**src/common/toggle_timer_pkg.sv**
```systemverilog
// Purpose: shared constants and types for the dual toggle compare timer
// Assumes: one 40 MHz clock, synchronous active-high reset
// Notes:   register index is the byte address divided by four
package toggle_timer_pkg;

	// ------------------------------------------------------------
	// widths and values after reset
	// ------------------------------------------------------------
	localparam int CNT_W = 16;
	localparam logic [CNT_W-1:0] PERIOD_RST    = 16'h2EDF; // 11999
	localparam logic [CNT_W-1:0] CMP_A_RST     = 16'h176F; // 5999
	localparam logic [CNT_W-1:0] CMP_B_RST     = 16'h270F; // 9999
	localparam logic [CNT_W-1:0] CNT_RST       = 16'h0000;

	// ------------------------------------------------------------
	// register byte addresses
	// ------------------------------------------------------------
	localparam int ADDR_W = 8;
	localparam logic [ADDR_W-1:0] ADDR_CTRL    = 8'h00;
	localparam logic [ADDR_W-1:0] ADDR_PERIOD  = 8'h04;
	localparam logic [ADDR_W-1:0] ADDR_CMP_A   = 8'h08;
	localparam logic [ADDR_W-1:0] ADDR_CMP_B   = 8'h0C;
	localparam logic [ADDR_W-1:0] ADDR_COUNT   = 8'h10;
	localparam logic [ADDR_W-1:0] ADDR_STATUS  = 8'h14;

	// ------------------------------------------------------------
	// field positions
	// ------------------------------------------------------------
	localparam int CTRL_RUN_BIT   = 0;
	localparam int STAT_RUN_BIT   = 0;
	localparam int STAT_OUT_A_BIT = 1;
	localparam int STAT_OUT_B_BIT = 2;

	typedef enum logic [1:0] {
		ST_IDLE = 2'b01,
		ST_RUN  = 2'b10
	} run_state_e;

	typedef struct packed {
		logic [ADDR_W-1:0] addr;
		logic [31:0]       wdata;
		logic              wr;
		logic              rd;
	} bus_req_s;

endpackage

```
**src/hw/period_counter.sv**
```systemverilog
// Purpose: up counter from zero that wraps at the period value
// Assumes: period written before or while running
// Notes:   clear forces zero, used at start and stop
`timescale 1ns/1ps
`default_nettype none
module period_counter (
	input  wire logic                              clk_sys,
	input  wire logic                              srst,
	input  wire logic                              run,
	input  wire logic                              clear,
	input  wire logic [toggle_timer_pkg::CNT_W-1:0] period,
	output logic      [toggle_timer_pkg::CNT_W-1:0] count
);

	// ------------------------------------------------------------
	// counting
	// ------------------------------------------------------------
	always_ff @(posedge clk_sys) begin
		if (srst || clear) begin
			count <= toggle_timer_pkg::CNT_RST;
		end else if (run) begin
			if (count >= period) begin
				count <= toggle_timer_pkg::CNT_RST;
			end else begin
				count <= count + 1'b1;
			end
		end
	end

endmodule
`default_nettype wire

```
**src/hw/toggle_channel.sv**
```systemverilog
// Purpose: one output channel that toggles on compare match
// Assumes: compare value is live, no shadow copy
// Notes:   wrap of the counter leaves the level alone
`timescale 1ns/1ps
`default_nettype none
module toggle_channel (
	input  wire logic                              clk_sys,
	input  wire logic                              srst,
	input  wire logic                              run,
	input  wire logic                              force_low,
	input  wire logic [toggle_timer_pkg::CNT_W-1:0] count,
	input  wire logic [toggle_timer_pkg::CNT_W-1:0] compare,
	output logic                                   level
);

	// ------------------------------------------------------------
	// output level
	// ------------------------------------------------------------
	// no negation override exists, so level changes only on a match, the force_low clear or srst
	always_ff @(posedge clk_sys) begin
		if (srst || force_low) begin
			level <= 1'b0;
		end else if (run && count == compare) begin
			level <= ~level;
		end
		// period wrap has no branch here on purpose
	end

endmodule
`default_nettype wire

```
**src/hw/dual_toggle_compare_timer.sv**
```systemverilog
// Purpose: two-channel toggle-on-match timer with register port
// Assumes: bus master strobes are single cycle and never overlap
// Notes:   compare writes take effect at once, without waiting for the next counter cycle
`timescale 1ns/1ps
`default_nettype none

// Contract
// - compare the counter against a separate value per channel, 5999 and 9999
// - on a match, invert that channel's output level
// - drive both outputs low when counting starts and when it stops
// - counter wrap leaves both output levels unchanged
// - compare values are used directly, no buffered transfer
// - no negation override ever forces an output level
// - both pins are waveform outputs shaped only by their matches, the start and stop clears and srst
module dual_toggle_compare_timer (
	input  wire logic                               clk_sys,
	input  wire logic                               srst,
	input  wire logic [toggle_timer_pkg::ADDR_W-1:0] bus_addr,
	input  wire logic [31:0]                        bus_wdata,
	input  wire logic                               bus_wr,
	input  wire logic                               bus_rd,
	output logic      [31:0]                        bus_rdata,
	output logic                                    timer_output_a,
	output logic                                    timer_output_b
);

	// ------------------------------------------------------------
	// declarations
	// ------------------------------------------------------------
	localparam int W = toggle_timer_pkg::CNT_W;

	toggle_timer_pkg::bus_req_s   req;
	toggle_timer_pkg::run_state_e state;
	toggle_timer_pkg::run_state_e next_state;
	logic [W-1:0] period;
	logic [W-1:0] compare_value_a;
	logic [W-1:0] compare_value_b;
	logic [W-1:0] count;
	logic         run_req;
	logic         running;
	logic         edge_clear;
	logic         level_a;
	logic         level_b;
	logic [31:0]  next_rdata;

	assign req.addr  = bus_addr;
	assign req.wdata = bus_wdata;
	assign req.wr    = bus_wr;
	assign req.rd    = bus_rd;

	// ------------------------------------------------------------
	// writable registers
	// ------------------------------------------------------------
	always_ff @(posedge clk_sys) begin
		if (srst) begin
			run_req <= 1'b0;
		end else if (req.wr && req.addr == toggle_timer_pkg::ADDR_CTRL) begin
			run_req <= req.wdata[toggle_timer_pkg::CTRL_RUN_BIT];
		end
	end

	always_ff @(posedge clk_sys) begin
		if (srst) begin
			period <= toggle_timer_pkg::PERIOD_RST;
		end else if (req.wr && req.addr == toggle_timer_pkg::ADDR_PERIOD) begin
			period <= req.wdata[W-1:0];
		end
	end

	// direct write, channel sees the new value at once
	always_ff @(posedge clk_sys) begin
		if (srst) begin
			compare_value_a <= toggle_timer_pkg::CMP_A_RST;
		end else if (req.wr && req.addr == toggle_timer_pkg::ADDR_CMP_A) begin
			compare_value_a <= req.wdata[W-1:0];
		end
	end

	always_ff @(posedge clk_sys) begin
		if (srst) begin
			compare_value_b <= toggle_timer_pkg::CMP_B_RST;
		end else if (req.wr && req.addr == toggle_timer_pkg::ADDR_CMP_B) begin
			compare_value_b <= req.wdata[W-1:0];
		end
	end

	// ------------------------------------------------------------
	// run state
	// ------------------------------------------------------------
	always_comb begin
		next_state = state;
		unique case (state)
			toggle_timer_pkg::ST_IDLE: begin
				if (run_req) begin
					next_state = toggle_timer_pkg::ST_RUN;
				end
			end
			toggle_timer_pkg::ST_RUN: begin
				if (!run_req) begin
					next_state = toggle_timer_pkg::ST_IDLE;
				end
			end
			default: begin
				next_state = toggle_timer_pkg::ST_IDLE;
			end
		endcase
	end

	always_ff @(posedge clk_sys) begin
		if (srst) begin
			state <= toggle_timer_pkg::ST_IDLE;
		end else begin
			state <= next_state;
		end
	end

	assign running    = (state == toggle_timer_pkg::ST_RUN);
	// start and stop both clear count and levels
	assign edge_clear = (state != next_state);

	// ------------------------------------------------------------
	// counter and channels
	// ------------------------------------------------------------
	period_counter u_counter (
		.clk_sys (clk_sys),
		.srst    (srst),
		.run     (running),
		.clear   (edge_clear),
		.period  (period),
		.count   (count)
	);

	toggle_channel u_chan_a (
		.clk_sys   (clk_sys),
		.srst      (srst),
		.run       (running),
		.force_low (edge_clear),
		.count     (count),
		.compare   (compare_value_a),
		.level     (level_a)
	);

	toggle_channel u_chan_b (
		.clk_sys   (clk_sys),
		.srst      (srst),
		.run       (running),
		.force_low (edge_clear),
		.count     (count),
		.compare   (compare_value_b),
		.level     (level_b)
	);

	// pins are plain registered copies, one cycle after the level
	always_ff @(posedge clk_sys) begin
		if (srst) begin
			timer_output_a <= 1'b0;
			timer_output_b <= 1'b0;
		end else begin
			timer_output_a <= level_a;
			timer_output_b <= level_b;
		end
	end

	// ------------------------------------------------------------
	// read path
	// ------------------------------------------------------------
	always_comb begin
		next_rdata = 32'h0000_0000;
		unique case (req.addr)
			toggle_timer_pkg::ADDR_CTRL:
				next_rdata[toggle_timer_pkg::CTRL_RUN_BIT] = run_req;
			toggle_timer_pkg::ADDR_PERIOD: next_rdata[W-1:0] = period;
			toggle_timer_pkg::ADDR_CMP_A:  next_rdata[W-1:0] = compare_value_a;
			toggle_timer_pkg::ADDR_CMP_B:  next_rdata[W-1:0] = compare_value_b;
			toggle_timer_pkg::ADDR_COUNT:  next_rdata[W-1:0] = count;
			toggle_timer_pkg::ADDR_STATUS: begin
				next_rdata[toggle_timer_pkg::STAT_RUN_BIT]   = running;
				next_rdata[toggle_timer_pkg::STAT_OUT_A_BIT] = level_a;
				next_rdata[toggle_timer_pkg::STAT_OUT_B_BIT] = level_b;
			end
			default: next_rdata = 32'h0000_0000;
		endcase
	end

	// unmapped addresses and idle cycles read zero
	always_ff @(posedge clk_sys) begin
		if (srst || !req.rd) begin
			bus_rdata <= 32'h0000_0000;
		end else begin
			bus_rdata <= next_rdata;
		end
	end

endmodule
`default_nettype wire

```
**config.mk**
```make
export PLATFORM = sky130hd
export DESIGN_NAME = dual_toggle_compare_timer
export DESIGN_NICKNAME = d
export VERILOG_FILES = /design/src/common/toggle_timer_pkg.sv /design/src/hw/period_counter.sv /design/src/hw/toggle_channel.sv /design/src/hw/dual_toggle_compare_timer.sv
export SDC_FILE = /design/constraint.sdc
export NUM_CORES = 1
export LEC_CHECK = 0
export BUFFER_PORTS_ARGS = -buffer_cell sky130_fd_sc_hd__buf_2
export CORE_UTILIZATION = 53
export CTS_BUF_LIST = sky130_fd_sc_hd__clkbuf_8
export DETAILED_ROUTE_END_ITERATION = 8
export GPL_TIMING_DRIVEN = 0
export PLACE_DENSITY_LB_ADDON = 0.1
export SKIP_CTS_REPAIR_TIMING = 1
export SLEW_MARGIN = 20
export SYNTH_ARGS = -nofsm -noshare
export SYNTH_HDL_FRONTEND = slang
export SYNTH_HIERARCHICAL = 1
export SYNTH_SLANG_ARGS = --single-unit
```
**constraint.sdc**
```tcl
create_clock -name clk_sys -period 2 [get_ports clk_sys]
set_clock_uncertainty 0.2 [all_clocks]
set_input_delay 0.3 -clock clk_sys [delete_from_list [all_inputs] [get_ports clk_sys]]
set_output_delay 0.3 -clock clk_sys [all_outputs]
set_load 0.01 [all_outputs]
```
==> out/results.ini, run 1 <==
[sta]
whs_ns = -0.00788
hold_viol = 4
worst_slack_ns = -0.0478
fin_crit_sh = 1.02
slew-limit-headroom = 0.646
max_freq_mhz = 488
post-route-min-period_ns = 2.05
tns_ns = -0.216
finalSetupViolations = 10
rsz0062_at_grt = yes
tightest_slew_ns = 0.531
slew_violations = 0

[run_status]
violations = negative hold slack, negative setup slack
outcome = complete, but fails checks

[clocking]
clock_latency_ns = 0.37
numCtsBuffers = 9
clkSinkCount = 87
path_clk_slew_ns = 0.09
clk_path_buf_depth = 2
cts_root_buffer = clkbuf_8
htreeDepth = 3
cts_tree = built

[global_route]
grt_pass1_wl_microns = 19900
first_global_vias = 3883
grt-ovfl-total = 0
grt_start_max_net_pins = 17
gr-usage-all-layers = 0.272
antenna_found_initial = 0

[drt]
antenna_left = 0
via_count = 4232
drc = 0
firstDrtPassIters = 7
drt_iter0_drc = 296
wl_per_cell_microns = 16.8
routed_via_density = 5.50
wl_microns = 12900

[critical_path]
slowest_delay_ns = 0.38
rrSetupSlack_ns = -0.05
r2r.worst_path.cells = 8
cp_max_fo = 5
cp_slowest_cell = dfxtp_2
rr_endpoint = u_counter/count[0]
critPathRequiredTime_ns = 2.06
critPathLaunch = period[7]
endpoint = u_counter/count[0]
crit_chain = inv_2 -> ha_4 -> o21ai_2 -> nor2_1 -> o211ai_1 -> o211ai_4 -> clkbuf_16 -> o22ai_4
end_kind = register
r2r-start = period[7]
critPathArrivalTime_ns = 2.11
critical_path_class = register to register
worst_setup_path_start_kind = register

[die]
dieArea_sq_um = 9410
die_w_microns = 97.0
core_area_sq_um = 8720
start_util = 0.548
rows = 34
die_y_microns = 97.0
ios = 78

[power_and_ir_drop]
power_frac_comb = 0.087
p_sw_frac = 0.245
power_leakage_nw = 2.48
seqPwrFrac = 0.506
max-vdd-ir-drop_mv = 0.483
power.switching_uw = 838
power_frac_clock = 0.407
p_int_mw = 2.58
p_per_area_nw_per_um2 = 579

[placed_design]
gp_congestion = 0.901
io_buffers = 44
hpwl_microns = 9760

[layout]
layout.nets = 720
area_delta_synth_final_pct = 23.7
drive_gt1_frac = 0.282
fillers = 736
antenna_cells = 0

[synthesis]
synth_async_sr_flop_share = 0
ys_seq_area_frac = 0.364
synth_ff_type = dfxtp_1
synth-edff-count = 0
synthTopCellsByCount = nand2_1 (145), dfxtp_1 (87), a21oi_1 (33)
netlist_area_sq_um = 4780
synth.distinct_cells = 58
synth_top_area_cell = dfxtp_1
synth-seq-cells = 87
syn_inst = 568
syn_avg_cell_area_sq_um = 8.42
synth.area.top_cells = dfxtp_1 (36%), nand2_1 (11%), xnor2_1 (5.5%)
yosys_warnings = 6
synth_top_area_share = 0.364
yosysMostFrequentCell = nand2_1

[worst_hold_path]
hp-class = primary input to register

[job]
maxCapViolCount = 0

[state kept, by name (all words and copies together), names as in the netlist]
| name | count |
|---|---|
| bus_rdata | 16 |
| compare_value_a | 16 |
| compare_value_b | 16 |
| period | 16 |
| u_counter/count | 16 |
| state | 2 |
| run_req | 1 |
| timer_output_a | 1 |
| timer_output_b | 1 |
| u_chan_a/level | 1 |
| u_chan_b/level | 1 |
[power by group through the flow]
stage / registers (mW) / clock network, mW / logic [mW]
after floorplan: 1.78 / 0 / 0.167
after global placement: 1.78 / 0 / 0.238
after detailed placement: 1.78 / 0 / 0.243
after CTS: 1.74 / 1.42 / 0.243
after global routing: 1.73 / 1.48 / 0.318
final: 1.73 / 1.39 / 0.297
[kinds of logic (layout without fill, tap and decap cells)]
family / count (synthesis) / in the layout / share of synthesized area
other cells: 1 / 16 / 0.000784
flops: 87 / 87 / 0.364
xor+xnor: 46 / 46 / 0.0842
mux: 10 / 10 / 0.0212
compound gates: 89 / 89 / 0.134
buf+inv: 67 / 146 / 0.0754
simple gates: 249 / 249 / 0.270
fa+ha+maj: 19 / 19 / 0.0497
[layout by cell type, fill, tap and decap left out, types with 3 or more instances in the layout]
cell,instances
a21oi_1,31
a21oi_2,12
a22o_1,13
a31oi_1,11
buf_2,49
buf_4,25
buf_6,5
clkbuf_1,11
clkbuf_8,10
conb_1,16
dfxtp_1,58
dfxtp_2,23
dfxtp_4,6
dlygate4sd3_1,13
ha_1,9
ha_4,10
inv_1,13
inv_2,6
mux2i_1,9
nand2_1,144
nand3_1,10
nand3b_1,31
nand4_1,8
nor2_1,12
nor3_1,4
nor3_2,3
nor3_4,4
nor4_1,3
o21ai_0,4
or3_1,5
xnor2_1,30
xor2_1,16
[through the flow]
stage               std cells  total power, mW  worst slack [ns]  instance area, sq um  utilization
floorplan                 583             1.95            -0.131                  4860            -
detailed placement        735             2.02            -0.499                  5210        0.598
global route              770             3.53           -0.0625                  5920        0.678
CTS                       751             3.40            -0.256                  5440        0.624
finish                    770             3.42           -0.0478                  5920        0.678
global placement          735             2.02            -0.479                  5210        0.598
[worst max-delay path: cells and delay by family (launching register included)]
kind,cells,cell delay (ns)
DFF,1,0.38
buffers and inverters,2,0.28
adders and majority gates,1,0.28
and+or+nand+nor,1,0.16
AOI/OAI and AO/OA,4,0.64
[metal layers]
metal	GRT usage	share of wire	vias to the layer above
li1	-	-	2092
met1	0.361	0.46	1994
met2	0.452	0.48	128
met3	0.0397	0.045	18
met4	0.0896	0.014	0
met5	0	0	-
[cell type report]
| cell class | instances | area (sq um) | area share |
|---|---|---|---|
| multi-input combinational | 429 | 2950 | 0.499 |
| clock buffer | 9 | 124 | 0.0209 |
| clock inverter | 7 | 103 | 0.0173 |
| timing repair buffer | 67 | 447 | 0.0755 |
| sequential | 87 | 1790 | 0.303 |
| tap | 108 | 135 | 0.0228 |
| buffer | 42 | 282 | 0.0476 |
| inverter | 21 | 83.8 | 0.0142 |
[how the worst min path moves through the flow]
stage | start | endpoint | slack, ns | cells after the start
floorplan | bus_wdata[0] | compare_value_a[0] | 0.22 | 2
global placement | compare_value_b[7] | compare_value_b[7] | 0.27 | 2
detailed placement | compare_value_b[5] | compare_value_b[5] | 0.28 | 2
CTS | bus_wdata[9] | compare_value_b[9] | -0.05 | 3
global route | bus_wdata[5] | compare_value_a[5] | 0.0006 | 3
finish | bus_wdata[11] | period[11] | -0.008 | 3
Power figures use the tool's default switching activity.
==> run 2: changes to the inputs <==
Settings changed: TNS_END_PERCENT set to 30.
==> out/results.ini, run 2 (synthesis results as in run 1) <==
[run_status]
outcome = complete, but fails checks  ; unchanged
violations = negative hold slack  ; was negative hold slack, negative setup slack

[sta]
slew_violations = 0  ; unchanged
whs_ns = -0.00882  ; was -0.00788 ns
tns_ns = 0  ; was -0.216 ns
post-route-min-period_ns = 1.99  ; was 2.05 ns
finalSetupViolations = 0  ; was 10
fin_crit_sh = 0.997  ; was 1.02
slew-limit-headroom = 0.626  ; was 0.646
tightest_slew_ns = 0.557  ; was 0.531 ns
max_freq_mhz = 501  ; was 488 MHz
rsz0062_at_grt = yes  ; unchanged
hold_viol = 6  ; was 4

[clocking]
cts_root_buffer = clkbuf_8  ; unchanged
numCtsBuffers = 9  ; unchanged
path_clk_slew_ns = 0.09  ; about the same
clk_path_buf_depth = 2  ; unchanged
clkSinkCount = 87  ; unchanged
clock_latency_ns = 0.36  ; was 0.37 ns
htreeDepth = 3  ; unchanged
cts_tree = built  ; unchanged

[global_route]
antenna_found_initial = 0  ; unchanged
grt_start_max_net_pins = 16  ; was 17
gr-usage-all-layers = 0.269  ; was 0.272
grt_pass1_wl_microns = 19800  ; was 19900 microns
grt-ovfl-total = 0  ; unchanged
first_global_vias = 3948  ; was 3883

[critical_path]
worst_setup_path_start_kind = register  ; unchanged
endpoint = u_counter/count[6]  ; was u_counter/count[0]
end_kind = register  ; unchanged
rr_endpoint = u_counter/count[6]  ; was u_counter/count[0]
cp_max_fo = 5  ; unchanged
critPathRequiredTime_ns = 2.09  ; was 2.06 ns
critPathLaunch = period[6]  ; was period[7]
critical_path_class = register to register  ; unchanged
critPathArrivalTime_ns = 2.08  ; was 2.11 ns
rrSetupSlack_ns = 0.006  ; was -0.05 ns
r2r.worst_path.cells = 8  ; unchanged
r2r-start = period[6]  ; was period[7]

[die]
rows = 34  ; unchanged
dieArea_sq_um = 9410  ; unchanged
ios = 78  ; unchanged
core_area_sq_um = 8720  ; unchanged
die_w_microns = 97.0  ; unchanged
start_util = 0.548  ; unchanged
die_y_microns = 97.0  ; unchanged

[layout]
final_cell_mix = nand2_1 (144), dfxtp_1 (58), buf_2 (47)  ; was nand2_1 (144), dfxtp_1 (58), buf_2 (49)
instances_no_fill = 763  ; was 770
layout.nets = 713  ; was 720
antenna_cells = 0  ; unchanged
area_delta_synth_final_pct = 20.8  ; was 23.7%
drive_gt1_frac = 0.276  ; was 0.282
final_common_cell = nand2_1  ; unchanged

[drt]
antenna_left = 0  ; unchanged
firstDrtPassIters = 6  ; was 7
via_count = 4223  ; was 4232
wl_per_cell_microns = 16.7  ; was 16.8 microns
wl_microns = 12700  ; was 12900 microns
drt_iter0_drc = 338  ; was 296
routed_via_density = 5.53  ; was 5.50
drc = 0  ; unchanged

[power_and_ir_drop]
p_per_area_nw_per_um2 = 595  ; was 579 nW/um^2
power_leakage_nw = 2.45  ; was 2.48 nW
max-vdd-ir-drop_mv = 0.448  ; was 0.483 mV

[placed_design]
hpwl_microns = 9580  ; was 9760 microns
gp_congestion = 0.896  ; was 0.901
io_buffers = 44  ; unchanged
dpl.cell_count = 735  ; unchanged

[job]
maxCapViolCount = 0  ; unchanged

[worst_hold_path]
hp-class = primary input to register  ; unchanged

==> run 2: layout make-up <==
| type | instances | area [sq um] |
|---|---|---|
| fillers | 727 | 2940 |
| multi-input cells | 429 | 2900 |
| plain buffers | 44 | 289 |
| well taps | 108 | 135 |
| clock buffers | 10 | 138 |
| repair buffers | 58 | 364 |
| inverters | 21 | 81.3 |
| flip-flops and latches | 87 | 1780 |
| clock inverters | 6 | 91.3 |
==> run 2: per-layer routing <==
metal / wire length (microns) / track usage / up-vias
met3: 732 / 0.0332 / 26
met2: 5970 / 0.435 / 142
li1: - / - / 2080
met5: 0 / 0 / -
met4: 243 / 0.0930 / 0
met1: 5800 / 0.369 / 1975
==> run 2: worst min path at each step <==
stage / startpoint / endpoint / slack [ns] / cells past startpoint
2_1_floorplan: bus_wdata[0] / compare_value_a[0] / 0.22 / 2
3_3_place_gp: compare_value_b[5] / compare_value_b[5] / 0.27 / 2
3_5_place_dp: compare_value_b[15] / compare_value_b[15] / 0.28 / 2
4_1_cts: bus_wdata[9] / compare_value_a[9] / -0.03 / 3
5_1_grt: bus_wdata[6] / compare_value_a[6] / 0.003 / 3
6_report: bus_wdata[13] / period[13] / -0.009 / 3
==> run 2: worst max-delay path, cell delays in order (launching register included) <==
cell and delay, ns:
dfxtp_2 0.38, inv_1 0.06, ha_1 0.29, a21o_1 0.19, a211oi_2 0.19, o21a_1 0.21, o211ai_4 0.12, clkbuf_16 0.19
a21oi_2 0.10
==> run 2: report_power, final <==
part / switching [mW] / total [mW] / leakage [nW] / internal [mW]
logic: 0.161 / 0.289 / 1.62 / 0.128
registers: 0.00531 / 1.74 / 0.707 / 1.73
clock network: 0.662 / 1.41 / 0.117 / 0.747
==> run 2: through the flow <==
stage           util  hold WS (ns)  total power, mW  instance area, sq um  setup slack [ns]
2_1_floorplan      -         0.221             1.94                  4840            -0.131
3_3_place_gp   0.596         0.272             2.02                  5190            -0.497
3_5_place_dp   0.596         0.277             2.02                  5190            -0.444
4_1_cts        0.622       -0.0328             3.40                  5420            -0.320
5_1_grt        0.662       0.00327             3.56                  5780           -0.0627
6_report       0.662      -0.00882             3.44                  5780           0.00572
